File: config.mk
export PLATFORM = sky130hd
export DESIGN_NAME = sard_host_flat
export DESIGN_NICKNAME = d
export VERILOG_FILES = /design/src/rtl/sard_pkg.sv /design/src/rtl/sard_if.sv /design/src/rtl/sard_fifo.sv /design/src/rtl/sard_host.sv /design/src/flat_wrapper.sv
export SDC_FILE = /design/constraint.sdc
export NUM_CORES = 1
export LEC_CHECK = 0
export ABC_AREA = 1
export BUFFER_PORTS_ARGS = -buffer_cell sky130_fd_sc_hd__buf_4
export CAP_MARGIN = 20
export CORE_ASPECT_RATIO = 0.7
export CORE_MARGIN = 2
export CORE_UTILIZATION = 55
export DETAILED_ROUTE_END_ITERATION = 12
export PLACE_DENSITY = 0.73
export SETUP_SLACK_MARGIN = 0.1
export SLEW_MARGIN = 5
export SYNTH_ARGS = -nofsm -noshare
export SYNTH_HDL_FRONTEND = slang
export SYNTH_HIERARCHICAL = 1
export SYNTH_SLANG_ARGS = --single-unit
File: constraint.sdc
create_clock -name CLK -period 2.09 [get_ports CLK]
set_input_delay 0.418 -clock CLK [delete_from_list [all_inputs] [get_ports CLK]]
set_output_delay 0.418 -clock CLK [all_outputs]
set_load 0.1 [all_outputs]
File: src/rtl/sard_pkg.sv
// Package: frame counts and shared types for the serial converter readout.
// Assumes both ends run on one system clock, CLK at 25 MHz.
package sard_pkg;
  localparam int unsigned SARD_BITS = 12;
  localparam int unsigned SARD_FRAME_CYC = 16;
  localparam int unsigned SARD_SHORT_MIN_CYC = 14;
  localparam int unsigned SARD_EN_FALL = 2;
  localparam int unsigned SARD_FIFO_DEPTH = 16;
  localparam int unsigned SARD_CLK_MHZ = 25;
  localparam int unsigned SARD_SCLK_DIV = 8;
  localparam logic [3:0] SARD_DIV_HALF = 4'h3;
  localparam logic [4:0] SARD_GAP_CYC = 5'h02;
  localparam logic [11:0] SARD_CODE_RESET = 12'h000;

  typedef enum logic [1:0] {
    SARD_HS_IDLE = 2'b00,
    SARD_HS_RUN = 2'b01,
    SARD_HS_GAP = 2'b10
  } sard_hstate_t;
endpackage : sard_pkg

File: src/rtl/sard_if.sv
// Interface: the serial link between converter and host.
// Assumes the host resolves the data wire from its output enable.
`timescale 1ns/1ns
interface sard_if;
  logic sclk;
  logic sel_n;
  logic dout;
  logic dout_oe;
  modport dev (input sclk, input sel_n, output dout, output dout_oe);
  modport host (output sclk, output sel_n, input dout, input dout_oe);
endinterface : sard_if

File: src/rtl/sard_fifo.sv
// FIFO: flip-flop storage with valid and ready on both sides.
// Assumes one clock and a synchronous active-low reset.
`timescale 1ns/1ns
module sard_fifo #(
  parameter int unsigned WIDTH = 12,
  parameter int unsigned DEPTH = 16
) (
  input wire logic clk,
  input wire logic nrst,
  input wire logic in_valid,
  output logic in_ready,
  input wire logic [WIDTH-1:0] in_data,
  output logic out_valid,
  input wire logic out_ready,
  output logic [WIDTH-1:0] out_data
);
  localparam int unsigned AW = $clog2(DEPTH);
  logic [WIDTH-1:0] mem_r [DEPTH];
  logic [AW-1:0] wp_r;
  logic [AW-1:0] rp_r;
  logic [AW:0] cnt_r;
  logic push;
  logic pop;
  assign in_ready = (cnt_r != (AW+1)'(DEPTH));
  assign out_valid = (cnt_r != '0);
  assign out_data = mem_r[rp_r];
  assign push = in_valid & in_ready;
  assign pop = out_valid & out_ready;
  always_ff @(posedge clk) begin
    if (!nrst) begin
      wp_r <= '0;
      rp_r <= '0;
      cnt_r <= '0;
    end else begin
      if (push) begin
        mem_r[wp_r] <= in_data;
        wp_r <= wp_r + 1'b1;
      end
      if (pop) begin
        rp_r <= rp_r + 1'b1;
      end
      cnt_r <= cnt_r + (AW+1)'(push) - (AW+1)'(pop);
    end
  end
endmodule : sard_fifo

File: src/rtl/sard_host.sv
// Host end: makes the serial clock and select, captures codes into a FIFO.
// Assumes the converter end answers on the shared link interface.
`timescale 1ns/1ns
module sard_host
  import sard_pkg::*;
(
  input wire logic CLK,
  input wire logic NRST,
  sard_if.host LINK,
  input wire logic START,
  input wire logic [4:0] FRAME_LEN,
  output logic CODE_VALID,
  input wire logic CODE_READY,
  output logic [11:0] CODE,
  output logic ACTIVE
);
  typedef struct packed {
    sard_hstate_t st;
    logic [3:0] div;
    logic sclk;
    logic sel_n;
    logic [4:0] cyc;
    logic [4:0] len;
    logic [11:0] shf;
    logic [1:0] din_s;
    logic push;
    logic [4:0] gap;
    logic [1:0] cap;
  } sard_hst_t;
  sard_hst_t s_r;
  sard_hst_t s_nxt;
  logic f_ready;
  logic f_valid;
  logic [11:0] f_data;
  logic [4:0] want;
  always_comb begin
    s_nxt = s_r;
    s_nxt.push = 1'b0;
    // Released line reads low, like a pull-down
    s_nxt.din_s = {s_r.din_s[0], LINK.dout & LINK.dout_oe};
    want = (FRAME_LEN < 5'(SARD_SHORT_MIN_CYC)) ? 5'(SARD_SHORT_MIN_CYC) : FRAME_LEN;
    unique case (s_r.st)
      SARD_HS_IDLE: begin
        s_nxt.sclk = 1'b0;
        // Stall while the FIFO is full, so no code is dropped
        if (START && f_ready) begin
          s_nxt.sel_n = 1'b0;
          s_nxt.st = SARD_HS_RUN;
          s_nxt.div = '0;
          s_nxt.cyc = '0;
          s_nxt.len = want;
          s_nxt.cap = '0;
        end
      end
      SARD_HS_RUN: begin
        s_nxt.div = s_r.div + 4'h1;
        s_nxt.cap = {s_r.cap[0], 1'b0};
        // Two sync flops put the bit seen at each rise 2 cycles past the rise
        if (s_r.cap[1]) begin
          s_nxt.shf = {s_r.shf[10:0], s_r.din_s[1]};
          if (s_r.cyc == s_r.len) begin
            s_nxt.sel_n = 1'b1;
            s_nxt.st = SARD_HS_GAP;
            s_nxt.gap = SARD_GAP_CYC;
            s_nxt.push = 1'b1;
          end
        end
        if (s_r.div == SARD_DIV_HALF) begin
          s_nxt.div = '0;
          if (!s_r.sclk) begin
            s_nxt.cap[0] = 1'b1;
            // After the last fall the clock stays low and only the capture runs
            if (s_r.cyc != s_r.len) begin
              s_nxt.sclk = 1'b1;
            end
          end else begin
            s_nxt.sclk = 1'b0;
            s_nxt.cyc = s_r.cyc + 5'h01;
          end
        end
      end
      SARD_HS_GAP: begin
        s_nxt.gap = s_r.gap - 5'h01;
        if (s_r.gap == 5'h00) begin
          s_nxt.st = SARD_HS_IDLE;
        end
      end
      default: begin
        s_nxt.st = SARD_HS_IDLE;
      end
    endcase
    if (!NRST) begin
      s_nxt = '0;
      s_nxt.sel_n = 1'b1;
    end
  end
  always_ff @(posedge CLK) begin
    s_r <= s_nxt;
  end
  assign LINK.sclk = s_r.sclk;
  assign LINK.sel_n = s_r.sel_n;
  assign ACTIVE = ~s_r.sel_n;
  sard_fifo #(.WIDTH(SARD_BITS), .DEPTH(SARD_FIFO_DEPTH)) u_fifo (
    .clk(CLK),
    .nrst(NRST),
    .in_valid(s_r.push),
    .in_ready(f_ready),
    .in_data(s_r.shf),
    .out_valid(f_valid),
    .out_ready(CODE_READY),
    .out_data(f_data)
  );
  assign CODE_VALID = f_valid;
  assign CODE = f_data;
endmodule : sard_host

File: src/flat_wrapper.sv
// flat-port wrapper written by rule: the top's interface ports become plain ports
module sard_host_flat import sard_pkg::*;
  (CLK, NRST, START, FRAME_LEN, CODE_VALID, CODE_READY, CODE, ACTIVE, LINK_sclk, LINK_sel_n, LINK_dout, LINK_dout_oe);
  sard_if LINK_i ();
  input wire logic CLK;
  input wire logic NRST;
  input wire logic START;
  input wire logic [4:0] FRAME_LEN;
  output logic CODE_VALID;
  input wire logic CODE_READY;
  output logic [11:0] CODE;
  output logic ACTIVE;
  output wire logic [$bits(LINK_i.sclk)-1:0] LINK_sclk;
  output wire logic [$bits(LINK_i.sel_n)-1:0] LINK_sel_n;
  input wire logic [$bits(LINK_i.dout)-1:0] LINK_dout;
  input wire logic [$bits(LINK_i.dout_oe)-1:0] LINK_dout_oe;
  assign LINK_sclk = LINK_i.sclk;
  assign LINK_sel_n = LINK_i.sel_n;
  assign LINK_i.dout = LINK_dout;
  assign LINK_i.dout_oe = LINK_dout_oe;
  sard_host u_core (.CLK(CLK), .NRST(NRST), .LINK(LINK_i), .START(START), .FRAME_LEN(FRAME_LEN), .CODE_VALID(CODE_VALID), .CODE_READY(CODE_READY), .CODE(CODE), .ACTIVE(ACTIVE));
endmodule
==> results of run 1 <==
[layout by cell type (no fill, tap or decap), types with 2 or more instances in the layout]
cell type and instances:
buf_6 3, a21oi_1 21, nor2_1 59, dfxtp_2 4, xor2_1 5, nand3_1 151
dfxtp_1 52, nand2_4 5, nor2_2 17, inv_4 2, ha_4 3, buf_16 5
clkbuf_16 25, inv_1 198, buf_12 30, nor3_1 5, inv_2 8, nand3_4 2
ha_1 11, clkinv_1 3, buf_4 49, clkinv_2 3, clkbuf_1 12, edfxtp_1 192
nand4_1 7, a221oi_1 3, nand2_1 294, o21ai_0 24, clkinvlp_4 3, o211ai_1 3
bufbuf_16 2, nand3_2 16, nand2_2 19
[power groups by stage]
stage | Combinational (W) | Sequential (W) | Clock, W
floorplan | 0.00285 | 0.00558 | 0
detailed placement | 0.00381 | 0.00557 | 0
global placement | 0.00376 | 0.00557 | 0
finish | 0.00482 | 0.00548 | 0.00400
global route | 0.00514 | 0.00550 | 0.00424
CTS | 0.00471 | 0.00548 | 0.00405
[through the flow]
stage,TNS (ns),total power (W),hold slack [ns],setup slack [ns],util [%]
2_1_floorplan,-5.94,0.00843,0.390,-1.21,-
3_3_place_gp,-0.00950,0.00932,0.401,-0.00950,60.5
3_5_place_dp,-0.0459,0.00939,0.411,-0.0459,60.5
4_1_cts,-2.60,0.0142,0.106,-0.234,66.9
5_1_grt,-3.53,0.0149,0.122,-0.306,67.2
6_report,-2.69,0.0143,0.121,-0.285,67.2
[routing by layer]
metal | routed length [um] | up-vias
li1 | - | 3859
met1 | 11200 | 3759
met2 | 11500 | 317
met3 | 1930 | 40
met4 | 511 | 0
met5 | 0 | -
[state kept, by name, indices dropped and copies added (netlist names), named ones only]
signal               cells
u_core/u_fifo/mem_r    192
u_core/s_r              38
u_core/u_fifo/cnt_r      5
u_core/u_fifo/rp_r       4
u_core/u_fifo/wp_r       4
u_core/LINK.sclk         1
u_core/LINK.sel_n        1
[worst max path at each step]
stage	from	end	slack, ns	depth (start not counted)
2_1_floorplan	u_core/u_fifo/cnt_r[3]$_SDFF_PN0_	u_core/u_fifo/cnt_r[4]$_SDFF_PN0_	-1.21	16
3_3_place_gp	u_core/u_fifo/cnt_r[3]$_SDFF_PN0_	u_core/u_fifo/cnt_r[4]$_SDFF_PN0_	-0.009	17
3_5_place_dp	u_core/u_fifo/cnt_r[3]$_SDFF_PN0_	u_core/u_fifo/cnt_r[4]$_SDFF_PN0_	-0.05	17
4_1_cts	flip-flop	CODE[10]	-0.23	8
5_1_grt	flip-flop	CODE[1]	-0.31	9
6_report	flip-flop	CODE[1]	-0.29	9
[cell type report]
type,count,area [sq um]
Clock inverter,6,30.0
Clock buffer,38,684
Sequential cell,249,6920
Inverter,212,816
Tap cell,270,338
Multi-Input combinational cell,650,3220
Timing Repair Buffer,89,1200
Fill cell,1439,6430
[critical path: stages (launching register included)]
cell     delay, ns
dfxtp_4       0.40
inv_8         0.14
buf_12        0.18
nand2_1       0.07
nand2_1       0.06
nand2_1       0.06
nand3_1       0.10
nand3_1       0.12
nand2_2       0.13
buf_12        0.18
[what timing repair did]
action	CTS	global route
pin swaps	13	2
setup buffers	7	3
gates cloned	6	0
resized for setup	72	14
setup endpoints to repair	13	128
[logic make-up (layout without fill, tap and decap cells)]
kind of cell / Yosys count / in the layout / synth area share, %
compound gates: 52 / 52 / 2.55
xor+xnor: 6 / 6 / 0.481
fa+ha+maj: 15 / 15 / 1.79
buf+inv: 256 / 345 / 9.52
flops: 249 / 249 / 63.2
simple gates: 577 / 577 / 22.5
==> key figures, run 1 <==
Placed design
  • DP HPWL: 14600 um
  • Placed cells: 1455
  • Placed cell areas: 11900 sq um
  • GP Congestion: 0.825
  • PortBufs: 26

Timing
  • Measured slew at the worst slew-check pin: 0.734 ns
  • Slew headroom: 51.0%
  • Min cycle time layout: 2.38 ns
  • Hold Fails Final Rpt: 0
  • Final WS setup: -0.285 ns
  • Period utilization: 114%
  • RSZ-0062 raised after global routing: true
  • Max Clock Freq: 421 MHz
  • Final Max Slew Viols: 0
  • Final setup skew: 0.00891 ns
  • Setup-violating endpoint count in the final report: 12

Synth
  • Distinct cell type count after synthesis: 29
  • Synth area leader: edfxtp_1
  • Fraction of registers with async set/reset: 0%
  • Ys flop type: edfxtp_1
  • Most instantiated cells after synthesis: 314 x nand2_1, 207 x inv_1, 192 x edfxtp_1
  • Cell with the most instances after synthesis: nand2_1
  • Seq/Total Area, Yosys: 63.2%
  • Synth Cell Area: 10900 sq um
  • Avg Synthesized Cell Area: 9.46 sq um
  • Post-synthesis register bit count: 249
  • Synth Net Count: 1181
  • Yosys warns: 6
  • Area share of the largest cell type after synthesis: 52.8%
  • Top cells by area, synth: edfxtp_1 53%, nand2_1 11%, dfxtp_1 10%, nand3_1 7.7%, inv_1 7.1%
  • Mapped Cells: 1155
  • Post-synth EDFFs: 192

Power and ir drop
  • Lkg Pwr: 5.71 nW
  • Pint: 0.00948 W
  • Clk pwr share: 28.0%
  • Switching Share: 33.7%
  • Logic pwr share: 33.7%
  • Net Sw Power: 0.00482 W
  • Max IR drop VDD: 0.563 mV
  • Pwr dens: 1080 nW/um^2
  • Flop pwr share: 38.3%

Critical path
  • CP startpoint kind: flip-flop
  • CP endpoint kind: output port
  • Worst Path Required: 1.67 ns
  • Reg2reg end: u_core/u_fifo/cnt_r[4]$_SDFF_PN0_
  • CP arrival: 1.96 ns
  • Critical path fanouts, max: 21
  • Type of the worst setup path: flip-flop to output port
  • Reg2reg setup slack: 0.07 ns
  • FF-to-FF path depth: 17
  • RR Startpoint: u_core/u_fifo/cnt_r[2]$_SDFF_PN0_

Global routing
  • Gr busiest metal: met2
  • Global route total overflow: 0
  • Pin count of the biggest net entering global routing: 41
  • All-layer global routing usage: 24.5%
  • M1 GR Usage: 35.9%
  • Antenna violations before repair: 0
  • First-pass GRT wire length: 39500 um
  • Met3 Usage GRT: 3.15%
  • Number of global-route vias before repair: 7393
  • Met2 usage: 39.3%

Floorplan
  • Die area: 21000 sq um
  • Core ar.: 19600 sq um
  • Site Rows: 43
  • Die Y-Extent: 122 um
  • Num ports: 27
  • Initial Utilization: 55.6%
  • Die Span X: 172 um

Outcome
  • Status: finished with violations
  • Failing checks: negative setup slack

Clock tree
  • CTS buffer count: 24
  • Clock tree root buffer cell: clkbuf_16
  • Post-CTS Hold Buffers: 0
  • Clock Sinks: 249
  • CTS tree: built
  • H-tree levels: 1
  • CTS max path bufs: 3
  • Clk slew on worst S/H paths: 0.06 ns
  • Clock network latency to the later pin of the worst-skew pair: 0.51 ns

Route
  • Via Count: 7975
  • Initial DRC Count: 773
  • Final ANT Viol Nets: 0
  • Vias/cell: 5.27
  • Routed WL per cell: 16.6 um
  • Pre-antenna DRT Iters: 7
  • DRC: 0
  • Post-Route WL: 25100 um

Final layout
  • Fin area: 13200 sq um
  • Final std cells w/o fill: 1514
  • Area growth syn-to-layout: 20.9%
  • Share of cells above drive strength 1: 16.3%
  • Number of diodes: 0
  • Final #Nets: 1252

Job
  • Total of max-cap violations: 0

Min path
  • Hold Crit Class: input port to flip-flop
  • Critical hold path startpoint: LINK_dout_oe
  • Hold Crit Depth: 3
  • WHS Endpoint: u_core/s_r[8]$_SDFF_PN0_
Note: power is estimated with default switching activity, not from simulation.
==> run 2: changes to the inputs <==
==> constraint.sdc (replaced) <==
create_clock -name CLK -period 2.09 [get_ports CLK]
set_input_delay 0.209 -clock CLK [delete_from_list [all_inputs] [get_ports CLK]]
set_output_delay 0.209 -clock CLK [all_outputs]
set_load 0.1 [all_outputs]
==> run 2 against run 1 <==
Effect of this change: the run still ends with negative setup slack left; maximum frequency is 8.0% higher; non-clock buffer count is 25 higher; global-route usage increased by 1.5 points; largest cell class unchanged; utilization increased by 3.3 points; via count increased by 4.6%; first-iteration DRC count is 38% higher; clock skew rose by 0.0078 ns; sequential share of layout area is 2.4 points lower.
==> key figures, run 2 (synthesis gave the netlist of run 1 again) <==
Outcome
  • Status: finished with violations (unchanged)
  • Failing checks: negative setup slack (unchanged)

Critical path
  • Type of the worst setup path: flip-flop to output port (unchanged)
  • CP endpoint kind: output port (unchanged)
  • CP max-delay cell: dfxtp_4 (unchanged)
  • Most used cell, CP: nand3_1 (was nand2_1)
  • CP startpoint kind: flip-flop (unchanged)
  • Critical path fanouts, max: 7 (was 21)
  • Worst Path Required: 1.88 ns (was 1.67 ns)
  • Crit-path max cell delay: 0.41 ns (was 0.40 ns)
  • Worst path cell trace: inv_8 > buf_12 > buf_4 > nand2_1 > nand3_1 > nand3_1 > nand3_1 > nand2_2 > buf_12 (was inv_8 > buf_12 > nand2_1 > nand2_1 > nand2_1 > nand3_1 > nand3_1 > nand2_2 > buf_12)
  • CP arrival: 1.99 ns (was 1.96 ns)

Power and ir drop
  • Max IR drop VDD: 0.552 mV (was 0.563 mV)
  • Switching Share: 34.1% (was 33.7%)
  • Logic pwr share: 34.8% (was 33.7%)
  • Tot Pwr: 0.0150 W (was 0.0143 W)
  • Pwr dens: 1080 nW/um^2 (about the same)
  • Lkg Pwr: 6.02 nW (was 5.71 nW)
  • Clk pwr share: 28.6% (was 28.0%)
  • Flop pwr share: 36.6% (was 38.3%)
  • Pint: 0.00985 W (was 0.00948 W)
  • Net Sw Power: 0.00510 W (was 0.00482 W)

Timing
  • Final setup skew: 0.0167 ns (was 0.00891 ns)
  • Final Max Slew Viols: 0 (unchanged)
  • Slew headroom: 46.8% (was 51.0%)
  • Measured slew at the worst slew-check pin: 0.797 ns (was 0.734 ns)
  • Max Clock Freq: 455 MHz (was 421 MHz)
  • RSZ-0062 raised after global routing: true (unchanged)
  • Period utilization: 105% (was 114%)
  • Final WS setup: -0.109 ns (was -0.285 ns)
  • Hold Fails Final Rpt: 0 (unchanged)
  • Setup-violating endpoint count in the final report: 12 (unchanged)
  • Setup TNS: -0.949 ns (was -2.69 ns)
  • Min cycle time layout: 2.20 ns (was 2.38 ns)

Clock tree
  • CTS max path bufs: 3 (unchanged)
  • Clock tree root buffer cell: clkbuf_16 (unchanged)
  • Clock network latency to the later pin of the worst-skew pair: 0.53 ns (was 0.51 ns)
  • CTS tree: built (unchanged)
  • Clk slew on worst S/H paths: 0.06 ns (about the same)
  • Clock Sinks: 249 (unchanged)
  • CTS buffer count: 25 (was 24)
  • H-tree levels: 1 (unchanged)

Route
  • Routed WL per cell: 18.1 um (was 16.6 um)
  • DRC: 0 (unchanged)
  • Final ANT Viol Nets: 0 (unchanged)
  • Vias/cell: 5.41 (was 5.27)
  • Post-Route WL: 27900 um (was 25100 um)
  • Via Count: 8340 (was 7975)
  • Pre-antenna DRT Iters: 5 (was 7)
  • Initial DRC Count: 1064 (was 773)

Floorplan
  • Die Span X: 172 um (unchanged)
  • Num ports: 27 (unchanged)
  • Initial Utilization: 55.6% (unchanged)
  • Die area: 21000 sq um (unchanged)
  • Site Rows: 43 (unchanged)
  • Core ar.: 19600 sq um (unchanged)
  • Die Y-Extent: 122 um (unchanged)

Final layout
  • Commonest cells after routing, fill and taps aside: 275 x nand2_1, 199 x inv_1, 192 x edfxtp_1 (was 294 x nand2_1, 198 x inv_1, 192 x edfxtp_1)
  • Filler Cells Inserted: 1314 (was 1439)
  • Area growth syn-to-layout: 26.7% (was 20.9%)
  • Share of cells above drive strength 1: 21.5% (was 16.3%)
  • Max reg flops: 192 (unchanged)
  • Final std cells w/o fill: 1542 (was 1514)
  • Area of the multi-input gates: 3480 sq um (was 3220 sq um)
  • Final #Nets: 1279 (was 1252)
  • Commonest non-fill, non-tap cell in the layout: nand2_1 (unchanged)
  • Fin util: 70.5% (was 67.2%)
  • Largest registers: u_core/u_fifo/mem_r (192), u_core/s_r (38), u_core/u_fifo/cnt_r (5) (unchanged)
  • Largest Register: u_core/u_fifo/mem_r (unchanged)
  • Number of diodes: 0 (unchanged)
  • FF+latch area: 6910 sq um (was 6920 sq um)

Global routing
  • Number of global-route vias before repair: 7784 (was 7393)
  • All-layer global routing usage: 26.0% (was 24.5%)
  • First-pass GRT wire length: 41600 um (was 39500 um)
  • Global route total overflow: 0 (unchanged)
  • Antenna violations before repair: 0 (unchanged)
  • Pin count of the biggest net entering global routing: 49 (was 41)

Placed design
  • Placed cells: 1460 (was 1455)
  • PortBufs: 26 (unchanged)
  • GP Congestion: 0.800 (was 0.825)
  • DP HPWL: 15300 um (was 14600 um)

Job
  • Total of max-cap violations: 0 (unchanged)

Min path
  • Hold Crit Class: input port to flip-flop (unchanged)
-- run 2: cell types whose count changed in the layout (fill, tap and decap cells not counted), sizes merged --
| cell | delta |
|---|---|
| buf | +18 |
| dlygate4sd3 | +6 |
| bufbuf | -2 |
| clkbuf | +2 |
| bufinv | +1 |
| clkinv | +1 |
| clkinvlp | +1 |
| inv | +1 |
-- run 2: power by group through the flow --
stage                     logic, W  clock network, W  registers (W)
after CTS                  0.00491           0.00432        0.00547
after global routing       0.00548           0.00450        0.00547
after detailed placement   0.00376                 0        0.00556
final                      0.00520           0.00428        0.00547
after global placement     0.00370                 0        0.00555
after floorplan            0.00280                 0        0.00558
-- run 2: critical path, delay by kind of cell, from the launching register on --
kind | cells | cell delay [ns]
buf+inv | 4 | 0.57
flops | 1 | 0.41
simple gates | 5 | 0.48
-- run 2: area by class of cell --
cell class	count	area share, %
Multi-Input combinational cell	650	25.1
Timing Repair inverter	1	0.0542
Sequential cell	249	49.9
Tap cell	270	2.44
Clock inverter	9	0.533
Timing Repair Buffer	114	11.0
Inverter	212	5.87
Clock buffer	37	5.06
-- run 2: final timing paths --
kind | from | to | slack [ns] | depth (start not counted)
max reg2reg | u_core/u_fifo/cnt_r[2]$_SDFF_PN0_ | u_core/u_fifo/cnt_r[4]$_SDFF_PN0_ | 0.03 | 16
max | flip-flop | CODE[0] | -0.11 | 9
min | NRST | u_core/u_fifo/cnt_r[0]$_SDFF_PN0_ | 0.03 | 3
min reg2reg | u_core/s_r[8]$_SDFF_PN0_ | u_core/s_r[9]$_SDFF_PN0_ | 0.41 | 2
-- run 2: per-layer routing --
layer	part of all wire, %	global-route usage [%]	wire length (um)
met5	0	0	0
met4	3.0	10.2	835
met3	8.1	4.22	2260
met2	46	40.8	12900
met1	43	36.8	11900
-- run 2: per-stage QoR --
stage	cell area (sq um)	setup slack (ns)	hold WS [ns]
6_report	13800	-0.109	0.0285
5_1_grt	13800	-0.178	0.0475
4_1_cts	13600	-0.0784	0.0182
3_3_place_gp	11800	0.0418	0.399
3_5_place_dp	11800	0.0202	0.399
2_1_floorplan	11000	-1.21	0.323
-- run 2: timing repair --
item	in CTS	in global routing
buffers inserted	13	4
gates resized for setup	128	42
pin swaps	53	16
endpoints found under the setup margin	13	193
endpoints found under the hold margin	5	0
hold buffers	6	0
gates cloned	10	5
==> run 3: changes to the inputs <==
--- a/config.mk
+++ b/config.mk
@@ -12,7 +12,9 @@
 export CORE_MARGIN = 2
 export CORE_UTILIZATION = 55
 export DETAILED_ROUTE_END_ITERATION = 12
+export GPL_ROUTABILITY_DRIVEN = 0
 export PLACE_DENSITY = 0.73
+export REMOVE_ABC_BUFFERS = 1
 export SETUP_SLACK_MARGIN = 0.1
 export SLEW_MARGIN = 5
 export SYNTH_ARGS = -nofsm -noshare
==> run 3 against run 2 <==
Effect of this change: the flow still finishes with violations (negative setup slack); routed wire length rose by 1.8%; combinational power rose by 5.4%; clock power rose by 3%.
==> key figures, run 3 (synthesis gave the netlist of run 1 again) <==
Floorplan
  • Die Y-Extent: 122 um (unchanged)
  • Num ports: 27 (unchanged)
  • Die Span X: 172 um (unchanged)
  • Core ar.: 19600 sq um (unchanged)
  • Site Rows: 43 (unchanged)
  • Die area: 21000 sq um (unchanged)
  • Initial Utilization: 55.6% (unchanged)

Final layout
  • Filler Cells Inserted: 1308 (was 1314)
  • Fin area: 13900 sq um (was 13800 sq um)
  • FF+latch area: 6920 sq um (was 6910 sq um)
  • Area growth syn-to-layout: 26.9% (was 26.7%)
  • Area of the multi-input gates: 3460 sq um (was 3480 sq um)
  • Largest registers: u_core/u_fifo/mem_r (192), u_core/s_r (38), u_core/u_fifo/cnt_r (5) (unchanged)
  • Number of diodes: 0 (unchanged)
  • Commonest cells after routing, fill and taps aside: 272 x nand2_1, 199 x inv_1, 192 x edfxtp_1 (was 275 x nand2_1, 199 x inv_1, 192 x edfxtp_1)
  • Max reg flops: 192 (unchanged)
  • Share of cells above drive strength 1: 22.2% (was 21.5%)
  • Commonest non-fill, non-tap cell in the layout: nand2_1 (unchanged)
  • Final #Nets: 1277 (was 1279)
  • Largest Register: u_core/u_fifo/mem_r (unchanged)

Route
  • Via Count: 8418 (was 8340)
  • Post-Route WL: 28400 um (was 27900 um)
  • Routed WL per cell: 18.5 um (was 18.1 um)
  • Vias/cell: 5.47 (was 5.41)
  • DRC: 0 (unchanged)
  • Pre-antenna DRT Iters: 5 (unchanged)
  • Final ANT Viol Nets: 0 (unchanged)
  • Initial DRC Count: 838 (was 1064)

Timing
  • RSZ-0062 raised after global routing: true (unchanged)
  • Hold Fails Final Rpt: 0 (unchanged)
  • Final WS setup: -0.164 ns (was -0.109 ns)
  • Slew headroom: 50.3% (was 46.8%)
  • Setup-violating endpoint count in the final report: 13 (was 12)
  • Period utilization: 108% (was 105%)
  • Max Clock Freq: 444 MHz (was 455 MHz)
  • Min cycle time layout: 2.25 ns (was 2.20 ns)
  • Final setup skew: 0.0111 ns (was 0.0167 ns)
  • Setup TNS: -1.20 ns (was -0.949 ns)
  • Measured slew at the worst slew-check pin: 0.745 ns (was 0.797 ns)
  • Final Max Slew Viols: 0 (unchanged)

Placed design
  • Placed cell areas: 11600 sq um (was 11800 sq um)
  • PortBufs: 26 (unchanged)
  • Pre-CTS setup slack: -0.164 ns (was 0.0202 ns)
  • DP HPWL: 14000 um (was 15300 um)

Job
  • Total of max-cap violations: 0 (unchanged)

Critical path
  • Worst path cell trace: buf_6 > buf_6 > clkbuf_16 > nand2_1 > nand3_1 > nand3_1 > nand3_1 > nand2_2 > buf_12 (was inv_8 > buf_12 > buf_4 > nand2_1 > nand3_1 > nand3_1 > nand3_1 > nand2_2 > buf_12)
  • CP arrival: 2.05 ns (was 1.99 ns)
  • CP endpoint kind: output port (unchanged)
  • Worst Path Buf+Inv: 4 (unchanged)
  • Reg2reg setup slack: 0.02 ns (was 0.03 ns)
  • Most used cell, CP: nand3_1 (unchanged)
  • Critical path fanouts, max: 7 (unchanged)
  • Worst Path Required: 1.88 ns (about the same)
  • CP max-delay cell: dfxtp_4 (unchanged)
  • Crit-path max cell delay: 0.38 ns (was 0.41 ns)
  • Type of the worst setup path: flip-flop to output port (unchanged)
  • CP startpoint kind: flip-flop (unchanged)
  • Critical path's top delay family: buffers and inverters (unchanged)

Outcome
  • Failing checks: negative setup slack (unchanged)
  • Status: finished with violations (unchanged)

Global routing
  • Global route total overflow: 0 (unchanged)
  • Pin count of the biggest net entering global routing: 54 (was 49)
  • All-layer global routing usage: 23.8% (was 26.0%)
  • Antenna violations before repair: 0 (unchanged)
  • Number of global-route vias before repair: 7458 (was 7784)
  • First-pass GRT wire length: 38500 um (was 41600 um)

Clock tree
  • H-tree levels: 1 (unchanged)
  • CTS tree: built (unchanged)
  • Clock tree root buffer cell: clkbuf_16 (unchanged)
  • Clock network latency to the later pin of the worst-skew pair: 0.53 ns (about the same)
  • CTS buffer count: 24 (was 25)
  • CTS max path bufs: 3 (unchanged)
  • Clk slew on worst S/H paths: 0.06 ns (about the same)
  • Clock Sinks: 249 (unchanged)

Power and ir drop
  • Max IR drop VDD: 0.787 mV (was 0.552 mV)
  • Tot Pwr: 0.0153 W (was 0.0150 W)
  • Lkg Pwr: 6.02 nW (about the same)
  • Pwr dens: 1110 nW/um^2 (was 1080 nW/um^2)

Min path
  • Hold Crit Class: input port to flip-flop (unchanged)
run 3: cell types whose count changed in the layout (fill, tap and decap cells not counted), sizes merged:
cell and delta:
inv -1, buf -11, clkinv +7, bufinv +2, clkinvlp +2, clkbuf -1, dlygate4sd3 -1
run 3: timing repair:
| action | CTS | global route |
|---|---|---|
| endpoints found under the hold margin | 4 | 0 |
| setup endpoints to repair | 21 | 207 |
| gates cloned | 4 | 21 |
| hold buffers | 5 | 0 |
| pin swaps | 9 | 49 |
| gates resized for setup | 97 | 101 |
| buffers inserted | 9 | 9 |
run 3: layout make-up:
| type | instances | share of cell area, % |
|---|---|---|
| Sequential cell | 249 | 49.9 |
| Multi-Input combinational cell | 650 | 25.0 |
| Timing Repair Buffer | 111 | 10.8 |
| Inverter | 212 | 5.98 |
| Clock buffer | 27 | 4.57 |
| Tap cell | 270 | 2.44 |
| Clock inverter | 17 | 1.15 |
| Timing Repair inverter | 3 | 0.253 |
run 3: worst reg2reg max path, delay by kind of cell (launching register included):
kind                       cells  cell delay (ns)
adders and majority gates      4             0.80
DFF                            1             0.33
buffers and inverters          4             0.21
and+or+nand+nor                7             0.61
AOI/OAI and AO/OA              1             0.06
run 3: layer usage:
layer	vias to the layer above	part of all wire, %	track usage (%)
li1	3917	-	-
met1	3969	42	33.6
met2	435	46	38.9
met3	97	8.8	3.35
met4	0	3.2	6.83
met5	-	0	0
run 3: path summary, 6_finish.rpt:
kind                                           from                                end  depth (start not counted)
setup reg to reg  u_core/u_fifo/cnt_r[2]$_SDFF_PN0_  u_core/u_fifo/cnt_r[4]$_SDFF_PN0_                         16
hold / removal                           CODE_READY                          flip-flop                          3
setup / recovery                          flip-flop                            CODE[9]                          9
hold reg to reg            u_core/s_r[8]$_SDFF_PN0_           u_core/s_r[9]$_SDFF_PN0_                          2
run 3: stage by stage:
| step | cells | util [%] | hold WS [ns] |
|---|---|---|---|
| floorplan | 1111 | - | 0.302 |
| CTS | 1509 | 66.0 | 0.00635 |
| detailed placement | 1447 | 59.1 | 0.399 |
| finish | 1539 | 70.6 | 0.0196 |
| global route | 1539 | 70.6 | 0.0434 |
| global placement | 1447 | 59.1 | 0.396 |
run 3: power by group:
group / switching [W] / leakage [nW] / internal [W]
logic: 0.00330 / 3.55 / 0.00218
clock network: 0.00185 / 0.380 / 0.00254
registers: 0.000103 / 2.09 / 0.00537
